==> config.mk <==
export PLATFORM = sky130hd
export DESIGN_NAME = rps_top
export DESIGN_NICKNAME = d
export VERILOG_FILES = /design/src/rtl/rps_pkg.sv /design/src/rtl/rps_sync2.sv /design/src/rtl/rps_top.sv
export SDC_FILE = /design/constraint.sdc
export NUM_CORES = 1
export LEC_CHECK = 0
export ABC_AREA = 1
export BUFFER_PORTS_ARGS = -buffer_cell sky130_fd_sc_hd__buf_2
export CAP_MARGIN = 0
export CORE_UTILIZATION = 55
export CTS_CLUSTER_DIAMETER = 150
export DETAILED_ROUTE_END_ITERATION = 10
export PLACE_DENSITY = 0.7
export REMOVE_ABC_BUFFERS = 1
export SYNTH_ARGS = -nofsm -noshare
export SYNTH_HDL_FRONTEND = slang
export SYNTH_SLANG_ARGS = --single-unit
export TNS_END_PERCENT = 10
==> constraint.sdc <==
create_clock -name clk -period 2.3 [get_ports clk]
set_input_delay 0.46 -clock clk [delete_from_list [all_inputs] [get_ports clk]]
set_output_delay 0.46 -clock clk [all_outputs]
set_load 0.005 [all_outputs]
==> src/rtl/rps_pkg.sv <==
// rps_pkg: shared constants and types for the repeater reset and port swap block
// assumes a single 100 MHz clock; no software-visible registers
package rps_pkg;

  // ---------------------------------------------------------------
  // timing
  // ---------------------------------------------------------------
  localparam int CLK_PERIOD_NS = 10;
  localparam int STRAP_DELAY_MS = 1;
  localparam int READY_DELAY_MS = 3;
  localparam int MIN_RESET_PULSE_US = 10;
  localparam int STRAP_DELAY_CYC = STRAP_DELAY_MS * 1000000 / CLK_PERIOD_NS;
  localparam int READY_DELAY_CYC = READY_DELAY_MS * 1000000 / CLK_PERIOD_NS;
  localparam int MIN_RESET_PULSE_CYC = MIN_RESET_PULSE_US * 1000 / CLK_PERIOD_NS;
  localparam int INT_RESET_CYC = 16;

  // ---------------------------------------------------------------
  // reset values
  // ---------------------------------------------------------------
  localparam logic RST_SWAP = 1'b0;
  localparam logic [1:0] RST_ROLE = 2'h0;

  // ---------------------------------------------------------------
  // types
  // ---------------------------------------------------------------
  typedef enum logic [2:0] {
    ST_PWRDN = 3'h0,
    ST_SUPPLY = 3'h1,
    ST_INTRST = 3'h2,
    ST_STRAP = 3'h3,
    ST_READY_WAIT = 3'h4,
    ST_ACTIVE = 3'h5
  } rps_state_t;

  // one usb port's line state and drive, carried as a unit
  typedef struct packed {
    logic [1:0] line;
    logic oe;
  } rps_port_t;

  // role enables received from the soc for one repeater
  typedef struct packed {
    logic host_en;
    logic periph_en;
  } rps_role_req_t;

endpackage : rps_pkg

==> src/rtl/rps_sync2.sv <==
// rps_sync2: two flip-flop synchroniser for asynchronous level inputs
// assumes inputs may change at any time relative to clk
`timescale 1ns/100ps
module rps_sync2 #(
  parameter int WIDTH = 1
) (
  // clock and reset
  input wire logic clk,
  input wire logic rst,
  // data
  input wire logic [WIDTH-1:0] d,
  output logic [WIDTH-1:0] q
);

  logic [WIDTH-1:0] meta_ff;

  // first stage feeds only the second stage
  always_ff @(posedge clk) begin
    if (rst) begin
      meta_ff <= '0;
      q <= '0;
    end else begin
      meta_ff <= d;
      q <= meta_ff;
    end
  end

endmodule : rps_sync2

==> src/rtl/rps_top.sv <==
// rps_top: reset sequencing, strap latch and 2:2 crossbar of a dual repeater
// assumes reset_n_pin, strap, supplies and role enables are asynchronous pins
//
// Contract
// - after pin release, wait internal reset then 1 ms, then latch swap strap.
// - strap changes while pin high are ignored; orientation holds latched value.
// - strap 0 maps port0 to A, port1 to B; strap 1 swaps both.
// - host-side interface ready within 3 ms of later of release or supplies good.
// - after readiness delay each repeater leaves reset and accepts packets.
// - outside holds pin low 10 us; such a pulse fully resets device.
// - while pin low, device sits in power-down with repeaters inactive; code powers down only once pin has been low MIN_PULSE cycles.
// - each repeater configured host or device role independently.
// - each connector port supports low, full and high speed.
// - after reset each repeater picks role from host or peripheral enable.
// - pin released before supplies stable keeps internal reset until stable.
`timescale 1ns/100ps
module rps_top
  import rps_pkg::*;
#(
  parameter int STRAP_DELAY = rps_pkg::STRAP_DELAY_CYC,
  parameter int READY_DELAY = rps_pkg::READY_DELAY_CYC,
  parameter int MIN_PULSE = rps_pkg::MIN_RESET_PULSE_CYC,
  parameter int INT_RESET = rps_pkg::INT_RESET_CYC
) (
  // clock and reset
  input wire logic clk,
  input wire logic rst,
  // reset pin, strap and supply monitors
  input wire logic reset_n_pin,
  input wire logic swap_strap,
  input wire logic supplies_good,
  // role enables from the soc, one per repeater
  input wire rps_pkg::rps_role_req_t role_req_0,
  input wire rps_pkg::rps_role_req_t role_req_1,
  // host-side ports (as repeated by the datapath)
  input wire rps_pkg::rps_port_t host_side_port_0,
  input wire rps_pkg::rps_port_t host_side_port_1,
  // connector-side ports
  output rps_pkg::rps_port_t connector_port_a,
  output rps_pkg::rps_port_t connector_port_b,
  // status
  output logic power_down,
  output logic iface_ready,
  output logic swap_latched,
  output logic [1:0] host_role,
  output logic [1:0] device_role
);

  // ---------------------------------------------------------------
  // parameter checks
  // ---------------------------------------------------------------
  localparam int CW = 32;
  if (STRAP_DELAY < 1 || READY_DELAY < STRAP_DELAY + INT_RESET + 6 || MIN_PULSE < 1
      || INT_RESET < 1) begin : g_bad_param
    $error("rps_top: delay parameters out of range");
  end

  // ---------------------------------------------------------------
  // input synchronisers
  // ---------------------------------------------------------------
  logic [6:0] pin_raw;
  logic [6:0] pin_sync;
  assign pin_raw = {reset_n_pin, swap_strap, supplies_good, role_req_0, role_req_1};
  rps_sync2 #(.WIDTH(7)) u_sync (
    .clk(clk),
    .rst(rst),
    .d(pin_raw),
    .q(pin_sync)
  );
  logic rstn_s;
  logic strap_s;
  logic sup_s;
  rps_role_req_t req0_s;
  rps_role_req_t req1_s;
  assign rstn_s = pin_sync[6];
  assign strap_s = pin_sync[5];
  assign sup_s = pin_sync[4];
  assign req0_s = pin_sync[3:2];
  assign req1_s = pin_sync[1:0];

  // ---------------------------------------------------------------
  // sequencer
  // ---------------------------------------------------------------
  rps_state_t state_ff;
  rps_state_t nxt_state;
  logic [CW-1:0] cnt_ff;
  logic [CW-1:0] nxt_cnt;
  logic [CW-1:0] low_ff;
  logic [CW-1:0] nxt_low;
  logic full_reset;
  logic swap_ff;
  logic nxt_swap;
  logic [1:0] host_ff;
  logic [1:0] nxt_host;
  logic [1:0] dev_ff;
  logic [1:0] nxt_dev;

  // low-time counter: a pulse of at least MIN_PULSE cycles is a full reset
  assign full_reset = (low_ff >= CW'(MIN_PULSE));
  assign nxt_low = rstn_s ? '0 : (full_reset ? low_ff : low_ff + 1'b1);

  // next state; readiness counted from the later of release and supplies good
  always_comb begin
    nxt_state = state_ff;
    nxt_cnt = cnt_ff + 1'b1;
    case (state_ff)
      ST_PWRDN: begin
        nxt_cnt = '0;
        if (rstn_s) begin
          nxt_state = ST_SUPPLY;
        end
      end
      ST_SUPPLY: begin
        nxt_cnt = '0;
        if (sup_s) begin
          nxt_state = ST_INTRST;
        end
      end
      ST_INTRST: begin
        if (cnt_ff >= CW'(INT_RESET - 1)) begin
          nxt_state = ST_STRAP;
        end
      end
      ST_STRAP: begin
        if (cnt_ff >= CW'(INT_RESET + STRAP_DELAY - 1)) begin
          nxt_state = ST_READY_WAIT;
        end
      end
      ST_READY_WAIT: begin
        // sync and entry latency (up to six cycles) come off the budget,
        // so ready never lands later than READY_DELAY after the later of release and supplies good
        if (cnt_ff >= CW'(READY_DELAY - 6)) begin
          nxt_state = ST_ACTIVE;
        end
      end
      ST_ACTIVE: begin
        nxt_cnt = cnt_ff;
      end
      default: begin
        nxt_state = ST_PWRDN;
        nxt_cnt = '0;
      end
    endcase
    if (!sup_s || full_reset) begin
      nxt_state = ST_PWRDN;
      nxt_cnt = '0;
    end
  end

  // strap latched once; cleared by a full reset, ignored otherwise
  assign nxt_swap = (state_ff == ST_PWRDN) ? RST_SWAP :
                    ((state_ff == ST_STRAP) && (nxt_state == ST_READY_WAIT)) ? strap_s :
                    swap_ff;

  // each repeater picks its role independently once active
  assign nxt_host = (nxt_state == ST_ACTIVE) ?
                    {req1_s.host_en, req0_s.host_en} : RST_ROLE;
  assign nxt_dev = (nxt_state == ST_ACTIVE) ?
                   {req1_s.periph_en & ~req1_s.host_en,
                    req0_s.periph_en & ~req0_s.host_en} : RST_ROLE;

  // state registers
  always_ff @(posedge clk) begin
    if (rst) begin
      state_ff <= ST_PWRDN;
      cnt_ff <= '0;
      low_ff <= '0;
      swap_ff <= RST_SWAP;
      host_ff <= RST_ROLE;
      dev_ff <= RST_ROLE;
    end else begin
      state_ff <= nxt_state;
      cnt_ff <= nxt_cnt;
      low_ff <= nxt_low;
      swap_ff <= nxt_swap;
      host_ff <= nxt_host;
      dev_ff <= nxt_dev;
    end
  end

  // ---------------------------------------------------------------
  // crossbar and outputs
  // ---------------------------------------------------------------
  rps_port_t nxt_port_a;
  rps_port_t nxt_port_b;
  logic active;
  // ls/fs/hs line states pass unchanged, so every speed goes through
  assign active = (nxt_state == ST_ACTIVE);
  assign nxt_port_a = !active ? '0 : (nxt_swap ? host_side_port_1 : host_side_port_0);
  assign nxt_port_b = !active ? '0 : (nxt_swap ? host_side_port_0 : host_side_port_1);

  // registered outputs
  always_ff @(posedge clk) begin
    if (rst) begin
      connector_port_a <= '0;
      connector_port_b <= '0;
      power_down <= 1'b1;
      iface_ready <= 1'b0;
      swap_latched <= RST_SWAP;
      host_role <= RST_ROLE;
      device_role <= RST_ROLE;
    end else begin
      connector_port_a <= nxt_port_a;
      connector_port_b <= nxt_port_b;
      power_down <= (nxt_state == ST_PWRDN);
      iface_ready <= active;
      swap_latched <= nxt_swap;
      host_role <= nxt_host;
      device_role <= nxt_dev;
    end
  end

endmodule : rps_top

======== After elaboration in Yosys (flattened, before gate mapping) ========
Cells that the tools add are included.
word-level totals
  word-level logic and storage cells ...... 53
  input port bits ......................... 15
  flip-flop bits (word level) ............. 94
  output and inout port bits .............. 13
cells by class
  $lt $le $gt $ge ......................... 4
  reduce and logical (&&, ||, !) cells .... 9
  $add $sub $neg .......................... 2
  bitwise operators ....................... 5
  multiplexer cells ....................... 12
  equality and inequality tests ........... 7
operators by type and width
  cell                                                    number
  adder 32 x 1 -> 32 bit (second input constant)          2
  one-hot mux 32 bit (2 select lines)                     1
  >= comparator 32 x 10 -> 1 bit (second input constant)  1
  >= comparator 32 x 17 -> 1 bit (second input constant)  1
  >= comparator 32 x 19 -> 1 bit (second input constant)  1
  >= comparator 32 x 4 -> 1 bit (second input constant)   1
  2-to-1 mux 3 bit                                        8
  one-hot mux 3 bit (6 select lines)                      1
  equality test 3 bit (second input constant)             4
  equality test 3 x 2 -> 1 bit (second input constant)    2
  logical NOT 3 bit                                       2
  OR reduction 2 bit                                      3
  equality test 3 x 1 -> 1 bit (second input constant)    1
  NOT 1 bit                                               3
  OR reduction 3 bit                                      1
  AND 1 bit                                               2
  2-to-1 mux 1 bit                                        2
  logical AND 1 bit                                       1
  logical NOT 1 bit                                       1
  logical OR 1 bit                                        1

======== Logic depth before layout (Yosys ltp) ========
  depth in word-level cells ............... 9
  gate-level depth with buffers ........... 16

======== By module ========
Synthesis repeated with hierarchy kept, for this count alone.
unflattened totals
  cell total of the unflattened synthesis .. 564
  area total of the unflattened synthesis .. 4137.7 um^2
modules (own cells, without submodules)
  module     area an instance (um^2)  cells an instance  times used
  rps_top    3741.1                   521                1
  rps_sync2  396.6                    43                 1

======== Worst setup path before layout ========
Ideal clock, no wire load.
  path kind ............................... register to register
  start point ............................. reg cnt_ff[1]
  end point ............................... reg connector_port_a[0] in the netlist's numbering
  clock period less this slack ............ 1.763 ns
  setup slack ............................. 0.537 ns
  setup time .............................. 0.113 ns
  required time ........................... 2.187 ns
  cell stages (with the launch flop) ...... 16
  data arrival time ....................... 1.650 ns
  cell sequence ........................... dfxtp_1 -> ha_1 -> inv_1 -> nor2_1 -> nand2_1 -> nand3_1 -> nand3b_1 -> nand2_1 -> nand2_1 -> nand2_1 -> nand3b_1 -> nand2_1 -> nand3_2 -> buf_6 -> nor2_1 -> nor2_1
on the way
  longest elaborated chain between the ends .. 9
  elaborated cells on any way between the ends .. 16
ends and longest elaborated chain
  what                                                          RTL line                                        text
  start: declaration                                            rps_top.sv:86                                   logic [CW-1:0] cnt_ff;
  start signal: assignment                                      rps_top.sv:173                                  cnt_ff <= nxt_cnt;
  >= comparator 32 x 19 -> 1 bit, or another cell as far along  rps_top.sv:132                                  if (cnt_ff >= CW'(READY_DELAY - 6)) begin
  2-to-1 mux 3 bit (on tied branches)                           rps_top.sv:132, rps_top.sv:120, rps_top.sv:125
  one-hot mux 3 bit (6 select lines) (*)                        rps_top.sv:106                                  case (state_ff)
  2-to-1 mux 3 bit (*)                                          rps_top.sv:144                                  if (!sup_s || full_reset) begin
  equality test 3 bit                                           rps_top.sv:152                                  ((state_ff == ST_STRAP) && (nxt_state == ST_READY_WAIT)) ? strap_s :
  logical AND 1 bit                                             rps_top.sv:152
  2-to-1 mux 1 bit                                              rps_top.sv:152
  2-to-1 mux 1 bit                                              rps_top.sv:151                                  assign nxt_swap = (state_ff == ST_PWRDN) ? RST_SWAP :
  2-to-1 mux 3 bit                                              rps_top.sv:189                                  assign nxt_port_a = !active ? '0 : (nxt_swap ? host_side_port_1 : host_side_port_0);
  end signal: assignment                                        rps_top.sv:203                                  connector_port_a <= nxt_port_a;
  end: declaration                                              rps_top.sv:39                                   output rps_pkg::rps_port_t connector_port_a,
Mark *: on every way between the ends. The rest lies on a longest branch, timed or not.
A chain may end at the register's enable or synchronous reset.

======== Worst setup path in the final report ========
  start point ............................. reg cnt_ff[2]
  end point ............................... reg cnt_ff[25]
on the way
  longest elaborated chain between the ends .. 2
ends and longest elaborated chain
  what                                 RTL line        text
  adder 32 x 1 -> 32 bit               rps_top.sv:105  nxt_cnt = cnt_ff + 1'b1;
  one-hot mux 32 bit (2 select lines)  rps_top.sv:106
Every way passes these cells.

==> impl_metrics.py <==
metrics = {
    "run_status": {
        "status": "complete, no violations",
    },
    "setup_path": {
        "crit_path_end_kind": "register",
        "worstReg2RegStart": "cnt_ff[2]$_SDFFE_PP0P_",
        "cp.arrival_ns": 2.21,
        "path_class": "reg -> reg",
        "setup.worst_path.start": "cnt_ff[2]$_SDFFE_PP0P_",
        "startpoint_type": "register",
        "worst_ep_required_time_ns": 2.56,
        "worst-path-max-fanout": 5,
    },
    "final_layout": {
        "diodes": 0,
        "final_common_cell": "nor2_1",
        "final_cell_mix": "nor2_1 (113), inv_1 (103), dfxtp_1 (93), nand2_1 (74), buf_2 (27)",
        "finalNetCount": 608,
        "area_growth_pct": 11.7,
        "layout-drive-gt1-share": 0.133,
    },
    "floorplanning": {
        "die-area_um2": 7810,
        "ios": 28,
        "die_w_um": 88.4,
        "core_um2": 7210,
        "initial_core_util": 0.569,
        "num_rows": 31,
        "die_y_um": 88.4,
    },
    "place": {
        "globalplace.congestion": 0.846,
        "dpl.hpwl_um": 5480,
        "port_buffers": 27,
    },
    "global_routing": {
        "grt_usage": 0.208,
        "grt_max_degree": 21,
        "globalRouteOverflowTotal": 0,
        "antenna_found_initial": 0,
        "grt_pass1_wl_um": 12800,
        "grt_pass1_vias": 2991,
    },
    "route": {
        "avgViaCountPerCell": 4.83,
        "ant_nets": 0,
        "detail_route.first_pass.iterations": 5,
        "wl_um": 7540,
        "vias": 3343,
        "route.detailed.wl_per_inst_um": 10.9,
        "drt_iter0_drc": 130,
        "drcViolationCount": 0,
    },
    "sta": {
        "fin_skew_ns": 0.00940,
        "setup_viol": 0,
        "period_share": 0.850,
        "relSlewSlack": 0.566,
        "slew_viol_final": 0,
        "rsz0062_at_grt": "false",
        "worst_pin_slew_ns": 0.650,
        "max_freq_ghz": 0.512,
        "period_needed_ns": 1.95,
        "finalSetupTns_ns": 0,
        "final_hold_viol_count": 0,
    },
    "synthesis": {
        "yosysTopAreaCell": "dfxtp_1",
        "seq_area_frac_synth": 0.459,
        "synth.area.top_cells": "dfxtp_1 (46%), nor2_1 (10%), inv_1 (9.4%)",
        "synth_seq_cells": 94,
        "ys.flop_type": "dfxtp_1",
        "syn_area_per_cell_um2": 7.39,
        "synth_top_area_share": 0.459,
        "syn_area_um2": 4100,
        "synthCells": 555,
        "async_flop_share": 0,
        "synthDistinctLibCells": 39,
        "synth_edf_count": 0,
        "yosys_warnings": 0,
    },
    "power": {
        "p_total_mw": 2.92,
        "vdd_drop_max_mv": 0.372,
        "powerDensity_nw_per_um2": 637,
        "power.static_leakage_nw": 1.93,
    },
    "clock_tree": {
        "cts_hold_buf": 0,
        "cts.sinks": 94,
        "clockBufferDepth": 2,
        "htreeDepth": 3,
        "path_clk_slew_ns": 0.09,
        "tritoncts": "built",
        "cts-root-buf": "clkbuf_8",
        "clk_latency_ns": 0.36,
        "cts_buffers": 9,
    },
    "run": {
        "maxCapViolCount": 0,
    },
    "min_path": {
        "min_from": "role_req_0[0]",
        "hold_path.class": "in -> reg",
    },
}
## routing by layer
metal | vias to the layer above | GRT usage | share of wire
li1 | 1803 | - | -
met1 | 1479 | 0.265 | 0.48
met2 | 50 | 0.352 | 0.47
met3 | 11 | 0.0354 | 0.030
met4 | 0 | 0.0792 | 0.016
met5 | - | 0 | 0
## logic make-up after synthesis
group,share of synthesized area
flip-flops,0.459
adder cells (fa/ha/maj),0.0122
XOR/XNOR,0.0214
buffers and inverters,0.110
AO/OA/AOI/OAI,0.0680
AND/OR/NAND/NOR,0.329
## layout make-up
| type | instances | area, um2 |
|---|---|---|
| inverters | 108 | 405 |
| flip-flops and latches | 94 | 1880 |
| fillers | 687 | 2640 |
| multi-input cells | 344 | 1780 |
| well taps | 99 | 124 |
| clock buffers | 9 | 124 |
| clock inverters | 6 | 93.8 |
| repair buffers | 32 | 173 |
## what timing repair did
item                                    CTS  global route
endpoints found under the setup margin    0             9
buffers inserted                          0             0
gates resized for setup                   0             3
## state kept, by name, indices dropped and copies added (netlist names)
register / cells
state_ff: 3
cnt_ff: 32
connector_port_b: 3
low_ff: 32
u_sync.q: 7
u_sync.meta_ff: 7
device_role: 2
connector_port_a: 3
host_role: 2
swap_latched: 1
iface_ready: 1
power_down: 1
## cell usage after synthesis (2+ instances only)
cell	n
nand2_2	6
nor4_1	7
inv_2	3
o21ai_0	11
a31oi_1	3
nand4_2	4
nor3_1	19
nand3b_1	2
a21oi_1	26
xor2_1	9
nand3_2	2
nand3_1	21
inv_1	103
nor3_4	2
nand4_1	15
ha_1	4
clkbuf_1	4
o21a_1	4
nor2_4	5
nand2_1	74
dfxtp_1	94
clkinv_1	2
nor2_1	113
a211oi_1	3
buf_2	2
nor2_2	4
## metrics by stage
stage,setup slack (ns),hold WS [ns],area [um2],utilization,std cells
finish,0.345,0.298,4580,0.635,692
global route,0.0747,0.295,4580,0.635,692
CTS,0.225,0.286,4570,0.633,692
detailed placement,0.254,0.394,4350,0.603,677
global placement,0.289,0.390,4350,0.603,677
floorplan,0.105,0.388,4050,-,546
## worst paths after layout
check | slack, ns | end | depth (start not counted)
max | 0.35 | cnt_ff[25]$_SDFFE_PP0P_ | 11
min reg2reg | 0.40 | u_sync.q[5]$_SDFF_PP0_ | 2
min | 0.30 | u_sync.meta_ff[2]$_SDFF_PP0_ | 3
max reg2reg | 0.35 | cnt_ff[25]$_SDFFE_PP0P_ | 11
## critical path, cell delays in order, from the launching register on
cell and delay [ns]:
dfxtp_1 0.43, nand2_2 0.09, nor2_4 0.13, nand2_2 0.06, nor2_2 0.11, nand2_2 0.09
nor3_4 0.19, nand4_2 0.19, nor3_4 0.27, nand2_1 0.11, nor2_1 0.12, nor2_1 0.05
## power breakdown
group          switching, mW  internal [mW]
logic                 0.0406         0.0283
registers            0.00644           1.64
clock network          0.583          0.616
(Power assumes the default switching activity.)
